==> src/core/rso_defines.vh <==
// Functional notes
// [RULE_01] Rotate right through carry, only carry changes.
// [RULE_02] Register index 0-127; destination bit selects target.
// [RULE_03] Register plus inverted working register plus carry.
// [RULE_04] Immediate form always writes working register.
// [RULE_05] Special page read copies to working register.
// [RULE_06] Halt clears watchdog, sets expiry, clears power-down.
// [RULE_07] Every operation completes in one cycle.
`ifndef RSO_DEFINES_VH
`define RSO_DEFINES_VH
`define RSO_OP_NONE 3'h0
`define RSO_OP_ROTATE 3'h1
`define RSO_OP_SUB_REG 3'h2
`define RSO_OP_SUB_IMM 3'h3
`define RSO_OP_SPECIAL 3'h4
`define RSO_OP_HALT 3'h5
`define RSO_ACC_RESET 8'h00
`define RSO_CARRY_RESET 1'b0
`define RSO_EXPIRY_RESET 1'b1
`define RSO_PDOWN_RESET 1'b1
`define RSO_HALF_RESET 1'b0
`define RSO_ZERO_RESET 1'b0
`define RSO_PULSE_RESET 1'b0
`define RSO_HALT_RESET 1'b0
`define RSO_WR_INDEX_RESET 7'h00
`define RSO_WR_DATA_RESET 8'h00
`endif

==> src/core/rso_adder.v <==
`timescale 1ns/100ps
`default_nettype none
// Computes a + ~b + cin with nibble and byte carries.
module rso_adder (
	input wire [7:0] a_i,
	input wire [7:0] b_i,
	input wire cin_i,
	output wire [7:0] sum_o,
	output wire half_o,
	output wire carry_o
);
	wire [4:0] low;
	wire [4:0] high;
	assign low = {1'b0, a_i[3:0]} + {1'b0, ~b_i[3:0]} + {4'h0, cin_i};
	assign high = {1'b0, a_i[7:4]} + {1'b0, ~b_i[7:4]} + {4'h0, low[4]};
	assign sum_o = {high[3:0], low[3:0]};
	assign half_o = low[4];
	assign carry_o = high[4];
endmodule // rso_adder
`default_nettype wire

==> src/core/rso_alu.v <==
`timescale 1ns/100ps
`default_nettype none
`include "rso_defines.vh"
module rso_alu (
	input wire core_clk_i,
	input wire reset_i,
	input wire clk_en_i,
	input wire op_valid_i,
	input wire [2:0] op_code_i,
	input wire [6:0] reg_index_i,
	input wire dest_reg_i,
	input wire [7:0] reg_data_i,
	input wire [7:0] imm_data_i,
	input wire [4:0] special_index_i,
	input wire [7:0] special_data_i,
	output wire [7:0] working_register_o,
	output wire carry_flag_o,
	output wire half_carry_flag_o,
	output wire zero_flag_o,
	output wire watchdog_expiry_flag_o,
	output wire power_down_flag_o,
	output wire reg_write_o,
	output wire [6:0] reg_write_index_o,
	output wire [7:0] reg_write_data_o,
	output wire watchdog_clear_o,
	output wire halt_o,
	output wire [6:0] reg_read_index_o,
	output wire [4:0] special_read_index_o
);
	////////////////////////////////////////////////////////////////////////
	// Register state and its next values.

	reg [7:0] acc_q;
	reg [7:0] acc_d;
	reg carry_q;
	reg carry_d;
	reg half_q;
	reg half_d;
	reg zero_q;
	reg zero_d;
	reg expiry_q;
	reg expiry_d;
	reg pdown_q;
	reg pdown_d;
	reg wr_q;
	reg wr_d;
	reg [6:0] wr_index_q;
	reg [6:0] wr_index_d;
	reg [7:0] wr_data_q;
	reg [7:0] wr_data_d;
	reg wd_clear_q;
	reg wd_clear_d;
	reg halt_q;
	reg halt_d;
	wire [7:0] add_a;
	wire [7:0] sum;
	wire half;
	wire carry;
	wire exec_op;
	wire to_reg;
	wire is_arith;
	wire is_rotate;
	wire is_halt;
	reg [7:0] result;

	////////////////////////////////////////////////////////////////////////
	// Decode helpers shared by the datapath and the next-state logic.

	// True for the operations that retire a result; none, halt and the
	// two unused codes leave the datapath registers alone.
	function f_is_exec(input [2:0] op);
		case (op)
			`RSO_OP_ROTATE: f_is_exec = 1'b1;
			`RSO_OP_SUB_REG: f_is_exec = 1'b1;
			`RSO_OP_SUB_IMM: f_is_exec = 1'b1;
			`RSO_OP_SPECIAL: f_is_exec = 1'b1;
			default: f_is_exec = 1'b0;
		endcase
	endfunction

	// Only the register-operand forms may send their result to the file.
	function f_writes_reg(input [2:0] op, input dest);
		case (op)
			`RSO_OP_ROTATE: f_writes_reg = dest;
			`RSO_OP_SUB_REG: f_writes_reg = dest;
			default: f_writes_reg = 1'b0;
		endcase
	endfunction

	// Both subtract forms share one adder and the same flag updates.
	function f_is_arith(input [2:0] op);
		case (op)
			`RSO_OP_SUB_REG: f_is_arith = 1'b1;
			`RSO_OP_SUB_IMM: f_is_arith = 1'b1;
			default: f_is_arith = 1'b0;
		endcase
	endfunction

	////////////////////////////////////////////////////////////////////////
	// Operand fetch is combinational so each operation retires in one cycle.
	assign reg_read_index_o = reg_index_i; // [RULE_02] [RULE_07]
	assign special_read_index_o = special_index_i; // [RULE_05]
	assign exec_op = f_is_exec(op_code_i);
	assign to_reg = f_writes_reg(op_code_i, dest_reg_i); // [RULE_02]
	assign is_arith = f_is_arith(op_code_i);
	assign is_rotate = (op_code_i == `RSO_OP_ROTATE);
	assign is_halt = (op_code_i == `RSO_OP_HALT);
	assign add_a = (op_code_i == `RSO_OP_SUB_IMM) ? imm_data_i : reg_data_i;

	rso_adder u_adder (
		.a_i(add_a),
		.b_i(acc_q),
		.cin_i(carry_q),
		.sum_o(sum),
		.half_o(half),
		.carry_o(carry)
	); // [RULE_03] [RULE_04]

	// Selects the result of the current operation.
	always @* begin
		result = 8'h00;
		case (op_code_i)
			`RSO_OP_ROTATE: begin
				result = {carry_q, reg_data_i[7:1]}; // [RULE_01]
			end
			`RSO_OP_SUB_REG: begin
				result = sum; // [RULE_03]
			end
			`RSO_OP_SUB_IMM: begin
				result = sum; // [RULE_04]
			end
			`RSO_OP_SPECIAL: begin
				result = special_data_i; // [RULE_05]
			end
			default: begin
				result = 8'h00;
			end
		endcase
	end

	////////////////////////////////////////////////////////////////////////
	// The write port is registered, so the register file sees a write one
	// cycle after its operation; it must forward a pending write to a read
	// of the same index when operations on one register follow each other.
	// Halt only reports itself here; stopping the core is done outside.
	always @* begin
		acc_d = acc_q;
		carry_d = carry_q;
		half_d = half_q;
		zero_d = zero_q;
		expiry_d = expiry_q;
		pdown_d = pdown_q;
		wr_d = 1'b0;
		wr_index_d = wr_index_q;
		wr_data_d = wr_data_q;
		wd_clear_d = 1'b0;
		halt_d = halt_q;
		if (op_valid_i && is_halt) begin
			wd_clear_d = 1'b1; // [RULE_06]
			expiry_d = 1'b1; // [RULE_06]
			pdown_d = 1'b0; // [RULE_06]
			halt_d = 1'b1; // [RULE_06]
		end else if (op_valid_i && exec_op) begin
			halt_d = 1'b0;
			if (to_reg) begin
				wr_d = 1'b1; // [RULE_02] [RULE_07]
				wr_index_d = reg_index_i;
				wr_data_d = result;
			end else begin
				acc_d = result; // [RULE_02] [RULE_04]
			end
			if (is_rotate) begin
				carry_d = reg_data_i[0]; // [RULE_01]
			end
			if (is_arith) begin
				carry_d = carry; // [RULE_03]
				half_d = half; // [RULE_03]
				zero_d = (sum == 8'h00); // [RULE_03]
			end
		end
	end

	////////////////////////////////////////////////////////////////////////
	// A low clock enable freezes every register, pulses included.
	always @(posedge core_clk_i or posedge reset_i) begin
		if (reset_i) begin
			acc_q <= `RSO_ACC_RESET;
			carry_q <= `RSO_CARRY_RESET;
			half_q <= `RSO_HALF_RESET;
			zero_q <= `RSO_ZERO_RESET;
			expiry_q <= `RSO_EXPIRY_RESET;
			pdown_q <= `RSO_PDOWN_RESET;
			wr_q <= `RSO_PULSE_RESET;
			wr_index_q <= `RSO_WR_INDEX_RESET;
			wr_data_q <= `RSO_WR_DATA_RESET;
			wd_clear_q <= `RSO_PULSE_RESET;
			halt_q <= `RSO_HALT_RESET;
		end else if (clk_en_i) begin
			acc_q <= acc_d;
			carry_q <= carry_d;
			half_q <= half_d;
			zero_q <= zero_d;
			expiry_q <= expiry_d;
			pdown_q <= pdown_d;
			wr_q <= wr_d;
			wr_index_q <= wr_index_d;
			wr_data_q <= wr_data_d;
			wd_clear_q <= wd_clear_d;
			halt_q <= halt_d;
		end
	end

	////////////////////////////////////////////////////////////////////////
	// Outputs come straight from the flip-flops.
	assign working_register_o = acc_q;
	assign carry_flag_o = carry_q;
	assign half_carry_flag_o = half_q;
	assign zero_flag_o = zero_q;
	assign watchdog_expiry_flag_o = expiry_q;
	assign power_down_flag_o = pdown_q;
	assign reg_write_o = wr_q;
	assign reg_write_index_o = wr_index_q;
	assign reg_write_data_o = wr_data_q;
	assign watchdog_clear_o = wd_clear_q;
	assign halt_o = halt_q;
endmodule // rso_alu
`default_nettype wire

==> config.mk <==
export PLATFORM = sky130hd
export DESIGN_NAME = rso_alu
export DESIGN_NICKNAME = d
export VERILOG_FILES = /design/src/core/rso_adder.v /design/src/core/rso_alu.v
export VERILOG_INCLUDE_DIRS = /design/src /design/src/core
export SDC_FILE = /design/constraint.sdc
export NUM_CORES = 1
export LEC_CHECK = 0
export BUFFER_PORTS_ARGS = -buffer_cell sky130_fd_sc_hd__buf_2
export CAP_MARGIN = 20
export CORE_ASPECT_RATIO = 0.5
export CORE_MARGIN = 2
export CORE_UTILIZATION = 39
export DETAILED_ROUTE_END_ITERATION = 12
export PLACE_DENSITY = 0.71
export SLEW_MARGIN = 20
export SYNTH_ARGS = -nofsm -noshare
export SYNTH_HDL_FRONTEND = slang
export SYNTH_SLANG_ARGS = --single-unit
==> constraint.sdc <==
create_clock -name core_clk_i -period 2.6 [get_ports core_clk_i]
set_input_delay 0.13 -clock core_clk_i [delete_from_list [all_inputs] [get_ports core_clk_i]]
set_output_delay 0.13 -clock core_clk_i [all_outputs]
set_load 0.02 [all_outputs]
* Word level (Yosys, flattened, before mapping) *
Cells that the tools add are included.

storage, ports and cells
  bits in registers = 30
  bits of input ports = 44
  output and inout port bits = 43

cells by class
  $add $sub $neg = 4
  eq/ne operators = 5
  mux-type cells = 13
  bitwise operators = 4
  reductions and logical operators = 14

operators by type and width
  kind                                                 count
  case mux 8 bit (3 select lines)                      1
  AND reduction 4 bit                                  4
  two-way mux 1 bit                                    11
  adder 4 x 4 -> 5 bit                                 2
  adder 5 x 1 -> 5 bit                                 2
  logical NOT 8 bit                                    1
  two-way mux 8 bit                                    1
  inverter 4 bit                                       2
  equality test 3 x 2 -> 1 bit, second input constant  2
  equality test 3 bit, second input constant           2
  AND reduction 2 bit                                  2
  nonzero test 2 bit                                   2
  OR reduction 2 bit                                   2
  OR reduction 4 bit                                   1
  equality test 3 x 1 -> 1 bit, second input constant  1
  logical AND 1 bit                                    2
  inverter 1 bit                                       2

* Longest topological paths before layout *
  word-level depth = 6
  gate-level depth with buffers = 16
  depth with buffers taken out = 15

* Cells and area by module *
A second synthesis with hierarchy kept.

second synthesis, totals
  cells, all modules = 182
  area, all modules = 1971.9 um^2

by module, submodules not included
  module     instances  cells each  area each (um^2)
  rso_alu    1          142         1654.1
  rso_adder  1          40          317.8

* Least setup slack after synthesis *
OpenSTA, ideal clock, no wires.

  kind = input port to flip-flop
  start point = input port op_code_i[0]
  end point = register acc_q[6], in the netlist working_register_o[6]
  arrival = 3.168 ns
  required time = 2.475 ns
  path slack = -0.692 ns
  cell stages on the path = 16
  path buffers = 1
  cell sequence = nor2b_1 > clkbuf_1 > nand2_1 > mux2_2 > fa_1 > inv_1 > fa_1 > inv_1 > a21o_1 > a21oi_1 > fa_1 > fa_1 > xnor2_1 > a21oi_1 > o21ai_0 > mux2_2

on the way
  word-level cells in the longest chain between the ends = 6
  elaborated cells on any way between the ends = 21
  classes of those cells = add/sub: 4; eq/ne: 5; mux: 4; bitwise: 2; reduce/logical: 6

RTL lines
  element                          line                         text
  start: declaration               rso_alu.v:9                  input wire [2:0] op_code_i,
  equality test 3 x 2 -> 1 bit     rso_alu.v:72, rso_alu.v:122
  two-way mux 8 bit                rso_alu.v:108                assign add_a = (op_code_i == `RSO_OP_SUB_IMM) ? imm_data_i : reg_data_i;
  adder 4 x 4 -> 5 bit             rso_adder.v:14               assign low = {1'b0, a_i[3:0]} + {1'b0, ~b_i[3:0]} + {4'h0, cin_i};
  adder 5 x 1 -> 5 bit             rso_adder.v:14
  adder 5 x 1 -> 5 bit             rso_adder.v:15               assign high = {1'b0, a_i[7:4]} + {1'b0, ~b_i[7:4]} + {4'h0, low[4]};
  case mux 8 bit (3 select lines)  rso_alu.v:122                case (op_code_i)
  end signal: assignment           rso_alu.v:187                acc_q <= `RSO_ACC_RESET;
  end: declaration                 rso_alu.v:33                 reg [7:0] acc_q;

Parallel ways exist; a longest one is shown, timed or not.
A chain may end at the register's enable or synchronous reset.

* Final worst setup path *
  start point = register acc_q[0], in the netlist working_register_o[0]
  end point = register wr_data_q[6], in the netlist reg_write_data_o[6]

on the way
  word-level cells in the longest chain between the ends = 5

RTL lines
  element                          line            text
  inverter 4 bit                   rso_adder.v:14
  adder 4 x 4 -> 5 bit             rso_adder.v:14
  adder 5 x 1 -> 5 bit             rso_adder.v:14
  adder 5 x 1 -> 5 bit             rso_adder.v:15
  case mux 8 bit (3 select lines)  rso_alu.v:122
  end signal: assignment           rso_alu.v:195   wr_data_q <= `RSO_WR_DATA_RESET;
  end signal: assignment           rso_alu.v:207   wr_data_q <= wr_data_d;
  end: declaration                 rso_alu.v:49    reg [7:0] wr_data_q;

Every way passes these cells.

==> results.txt <==
The number of global-route vias before repair is 1,594. Yosys instantiated no cell more often than sky130_fd_sc_hd__dfrtp_1. The worst-path maximum fanout is 2.

The number of clock sinks is 30. The post-synthesis compound-gate area fraction is 12.5%. The clock-pin slew on the worst setup and hold paths came out at 0.06 ns. The share of synthesized cell area in and, or, nand and nor gates came out at a little under an eighth. The quantity of I/O buffers inserted on ports came out at 75. The most critical setup path has its endpoint at reg_write_data_o[6]$_DFFE_PP0P_. After detailed routing, the total wire length is 5030 um. In this run, synthesis produced a sequential element count of 30. The synthesized instance count is between 150 and 200. The clock buffer count from CTS is 5.

The mean instance size in the synthesized netlist came out at 10.7 sq um. The layout has 446 filler cells. The routability congestion estimate is 0.927. Setup repair after global routing could not meet its margin everywhere. The flip-flop cell with the highest count after synthesis is sky130_fd_sc_hd__dfrtp_1. In this run the count of I/O pins placed on the die edge is a little under 90.

The number of slew-limit violations in the final report came to 0. The portion of synthesized area spent on multiplexers is between 10% and 20%. The minimum clock period is approximately 2.9 ns. The post-route worst setup slack came out at -0.280 ns. The floorplan has 18 rows. The synthesized net count came out at 235. The final reports fail on setup timing. The worst endpoint required time is roughly 2.8 ns. Before antenna repair, the detailed router went through 4 iterations. The final hold slack came out at slightly above 0.08 ns. The net count reported at finish came out at 321. The HPWL reported at the end of detailed placement is 3720 um. The floorplan step defined a die boundary enclosing roughly 5600 sq um. The power density of the placed cells came out at 834 nW/um^2.

The design draws 2.21 mW. The post-synth design cell area came out at about 1900 sq um. The maximum number of pins on one net before global-route repair is 31.

The total inserted antenna cells is 0. Yosys mapped a number of flops with a built-in enable equal to 0. The share of layout cells above drive strength 1 came out at roughly 58%.

The launching element of the worst setup path is working_register_o[0]$_DFFE_PP0P_. The worst clock skew on the final layout came out at ~0.0021 ns. The starting DRC count in detailed routing is 75. The share of Yosys cell area claimed by the top area cell type came out at 37.4%. The horizontal die dimension came out at 104 um. In this run, distinct cell masters in the synthesized netlist total 41. In this run the critical register-to-register path is launched from working_register_o[0]$_DFFE_PP0P_. The number of cells traversed by the worst register-to-register path is 13.

The post-route antenna net violation count is 0. The remaining design rule violation count came out at 0. The clock passes through at most 2 buffers. The adder and majority cell fraction of the synthesized area is under 10%. The reg-to-reg setup timing slack is -0.28 ns. By count the netlist is led by 29 x sky130_fd_sc_hd__dfrtp_1, 22 x sky130_fd_sc_hd__mux2_2, 16 x sky130_fd_sc_hd__inv_1. Using the TritonRoute via totals, the vias-per-cell ratio works out to around 5.0. The run finished, with violations left. The count of endpoints failing hold in the final timing report is 0. The number of warnings issued by yosys is 0.

Global routing finished with a remaining overflow of 0. The maximum achievable frequency is between 300 and 400 MHz. Relative to the synthesized area, the layout overhead comes to 36.5%. The cell leakage power is 1.35 nW.

The number of antenna violations at the first check in global routing came out at 0. The worst-case vdd ir drop is 0.000371 V. The worst setup path is launched from a flip-flop. The CTS H-tree depth came out at 2. The post-synthesis xor/xnor area fraction is 1.35%. The core box area is 4860 sq um. The overall track demand over capacity in global routing came out at 18.0%. The first-pass GRT wire length came out at 7710 um.

The path class of the tightest hold or removal check is input pin to flip-flop. The total of max-cap violations came out at 0. The count of final setup violators is 8. The sequential area share after synthesis is 38.8%.

By area the synthesized netlist is led by sky130_fd_sc_hd__dfrtp_1 37%, sky130_fd_sc_hd__mux2_2 13%, sky130_fd_sc_hd__buf_4 5.0%. The endpoint type of the worst setup path is a flip-flop. After synthesis, the largest family of logic cells by area is multiplexers. The source-to-sink clock delay at the later pin of the worst-skew pair came out at approximately 0.28 ns. The biggest area consumer among synthesized cells is sky130_fd_sc_hd__dfrtp_1. For the worst setup path, the data arrival time is 3.05 ns. After detailed routing, the average wire length per cell comes to roughly 15 um. The share of the clock period used by the worst path after layout came out at 111%. The chip height is roughly 54 um.

TritonCTS built the clock tree. The total via count in the routed design came out at roughly 1,700. The critical path in this run is classified as flip-flop to flip-flop. The initial core utilization is between 30% and 40%. The clock tree root buffer cell is sky130_fd_sc_hd__clkbuf_8. The endpoint identified for the worst register-to-register timing path is reg_write_data_o[6]$_DFFE_PP0P_. Of all flip-flops after synthesis, the portion carrying an async set or reset was 100%.
-- layout by cell type (no fill, tap or decap), drive strengths merged, types with 5 or more instances in the layout --
cell    count
mux2       27
nor2        9
o22ai       5
nand2       7
clkbuf      7
dfrtp      29
ha          6
a22oi       6
buf        97
inv        16
a21oi       8
-- layer usage --
metal  routed length, um  GRT usage (%)  up-vias
li1                    -              -      797
met2                2460           31.9       53
met1                2200           22.9      821
met3                 305           4.72       10
met5                   0              0        -
met4                  65           4.05        0
-- worst min-delay path by stage --
stage / start / endpoint / slack (ns) / depth (start not counted)
finish: clk_en_i / watchdog_clear_o$_DFFE_PP0P_ / 0.08 / 2
global route: reg_index_i[4] / reg_write_index_o[4]$_DFFE_PP0P_ / 0.09 / 2
CTS: clk_en_i / watchdog_clear_o$_DFFE_PP0P_ / 0.09 / 2
detailed placement: reset_i / reg_write_index_o[4]$_DFFE_PP0P_ / 0.23 / 3
floorplan: reset_i / carry_flag_o$_DFFE_PP0P_ / 0.22 / 1
global placement: reset_i / reg_write_index_o[4]$_DFFE_PP0P_ / 0.22 / 3
-- kinds of logic (layout without fill, tap and decap cells) --
| kind of cell | Yosys count | count (layout) |
|---|---|---|
| xor gates and xnor gates | 3 | 3 |
| muxes | 29 | 29 |
| buffers and inverters | 35 | 122 |
| adders and majority gates | 10 | 10 |
| and+or+nand+nor | 37 | 37 |
| other | 1 | 1 |
| DFF | 30 | 30 |
| AOI/OAI and AO/OA | 36 | 36 |
-- area by class of cell --
| class | instances | area [sq um] | share of cell area [%] |
|---|---|---|---|
| multi-input combinational | 116 | 1110 | 41.8 |
| clock buffer | 7 | 86.3 | 3.26 |
| tap | 70 | 87.6 | 3.31 |
| sequential | 30 | 752 | 28.4 |
| inverter | 16 | 60.1 | 2.27 |
| clock inverter | 1 | 5.00 | 0.189 |
| timing repair buffer | 98 | 551 | 20.8 |
-- through the flow --
| stage | std cells | cell area [sq um] | utilization, % | TNS (ns) | setup WS (ns) |
|---|---|---|---|---|---|
| after floorplan | 181 | 2000 | - | -2.52 | -0.409 |
| after detailed placement | 323 | 2440 | 50.2 | -4.72 | -0.691 |
| after global placement | 323 | 2440 | 50.2 | -3.67 | -0.510 |
| after global routing | 338 | 2650 | 54.4 | -2.17 | -0.410 |
| after CTS | 335 | 2590 | 53.3 | -1.23 | -0.250 |
| final | 338 | 2650 | 54.4 | -1.28 | -0.280 |
-- report_power, final --
group	internal [mW]	leakage, nW	total (mW)	switching, mW
Combinational	0.551	0.919	1.14	0.585
Sequential	0.593	0.379	0.681	0.0883
Clock	0.213	0.0482	0.389	0.176
-- timing repair --
item	4_1_cts	5_1_grt
buffers inserted	3	3
hold buffers	1	0
endpoints found under the hold margin	29	0
pin swaps	2	8
gates resized for setup	8	11
endpoints found under the setup margin	8	10
-- critical path, cell delays in order (launching register included) --
cell	delay, ns
sky130_fd_sc_hd__dfrtp_1	0.39
sky130_fd_sc_hd__inv_2	0.07
sky130_fd_sc_hd__fa_2	0.20
sky130_fd_sc_hd__inv_2	0.04
sky130_fd_sc_hd__fa_2	0.35
sky130_fd_sc_hd__inv_2	0.06
sky130_fd_sc_hd__a21o_1	0.11
sky130_fd_sc_hd__a21oi_2	0.07
sky130_fd_sc_hd__fa_2	0.41
sky130_fd_sc_hd__fa_2	0.40
sky130_fd_sc_hd__xnor2_2	0.16
sky130_fd_sc_hd__a21oi_2	0.16
sky130_fd_sc_hd__o21ai_2	0.08
sky130_fd_sc_hd__mux2_4	0.26
Power figures use the tool's default switching activity.
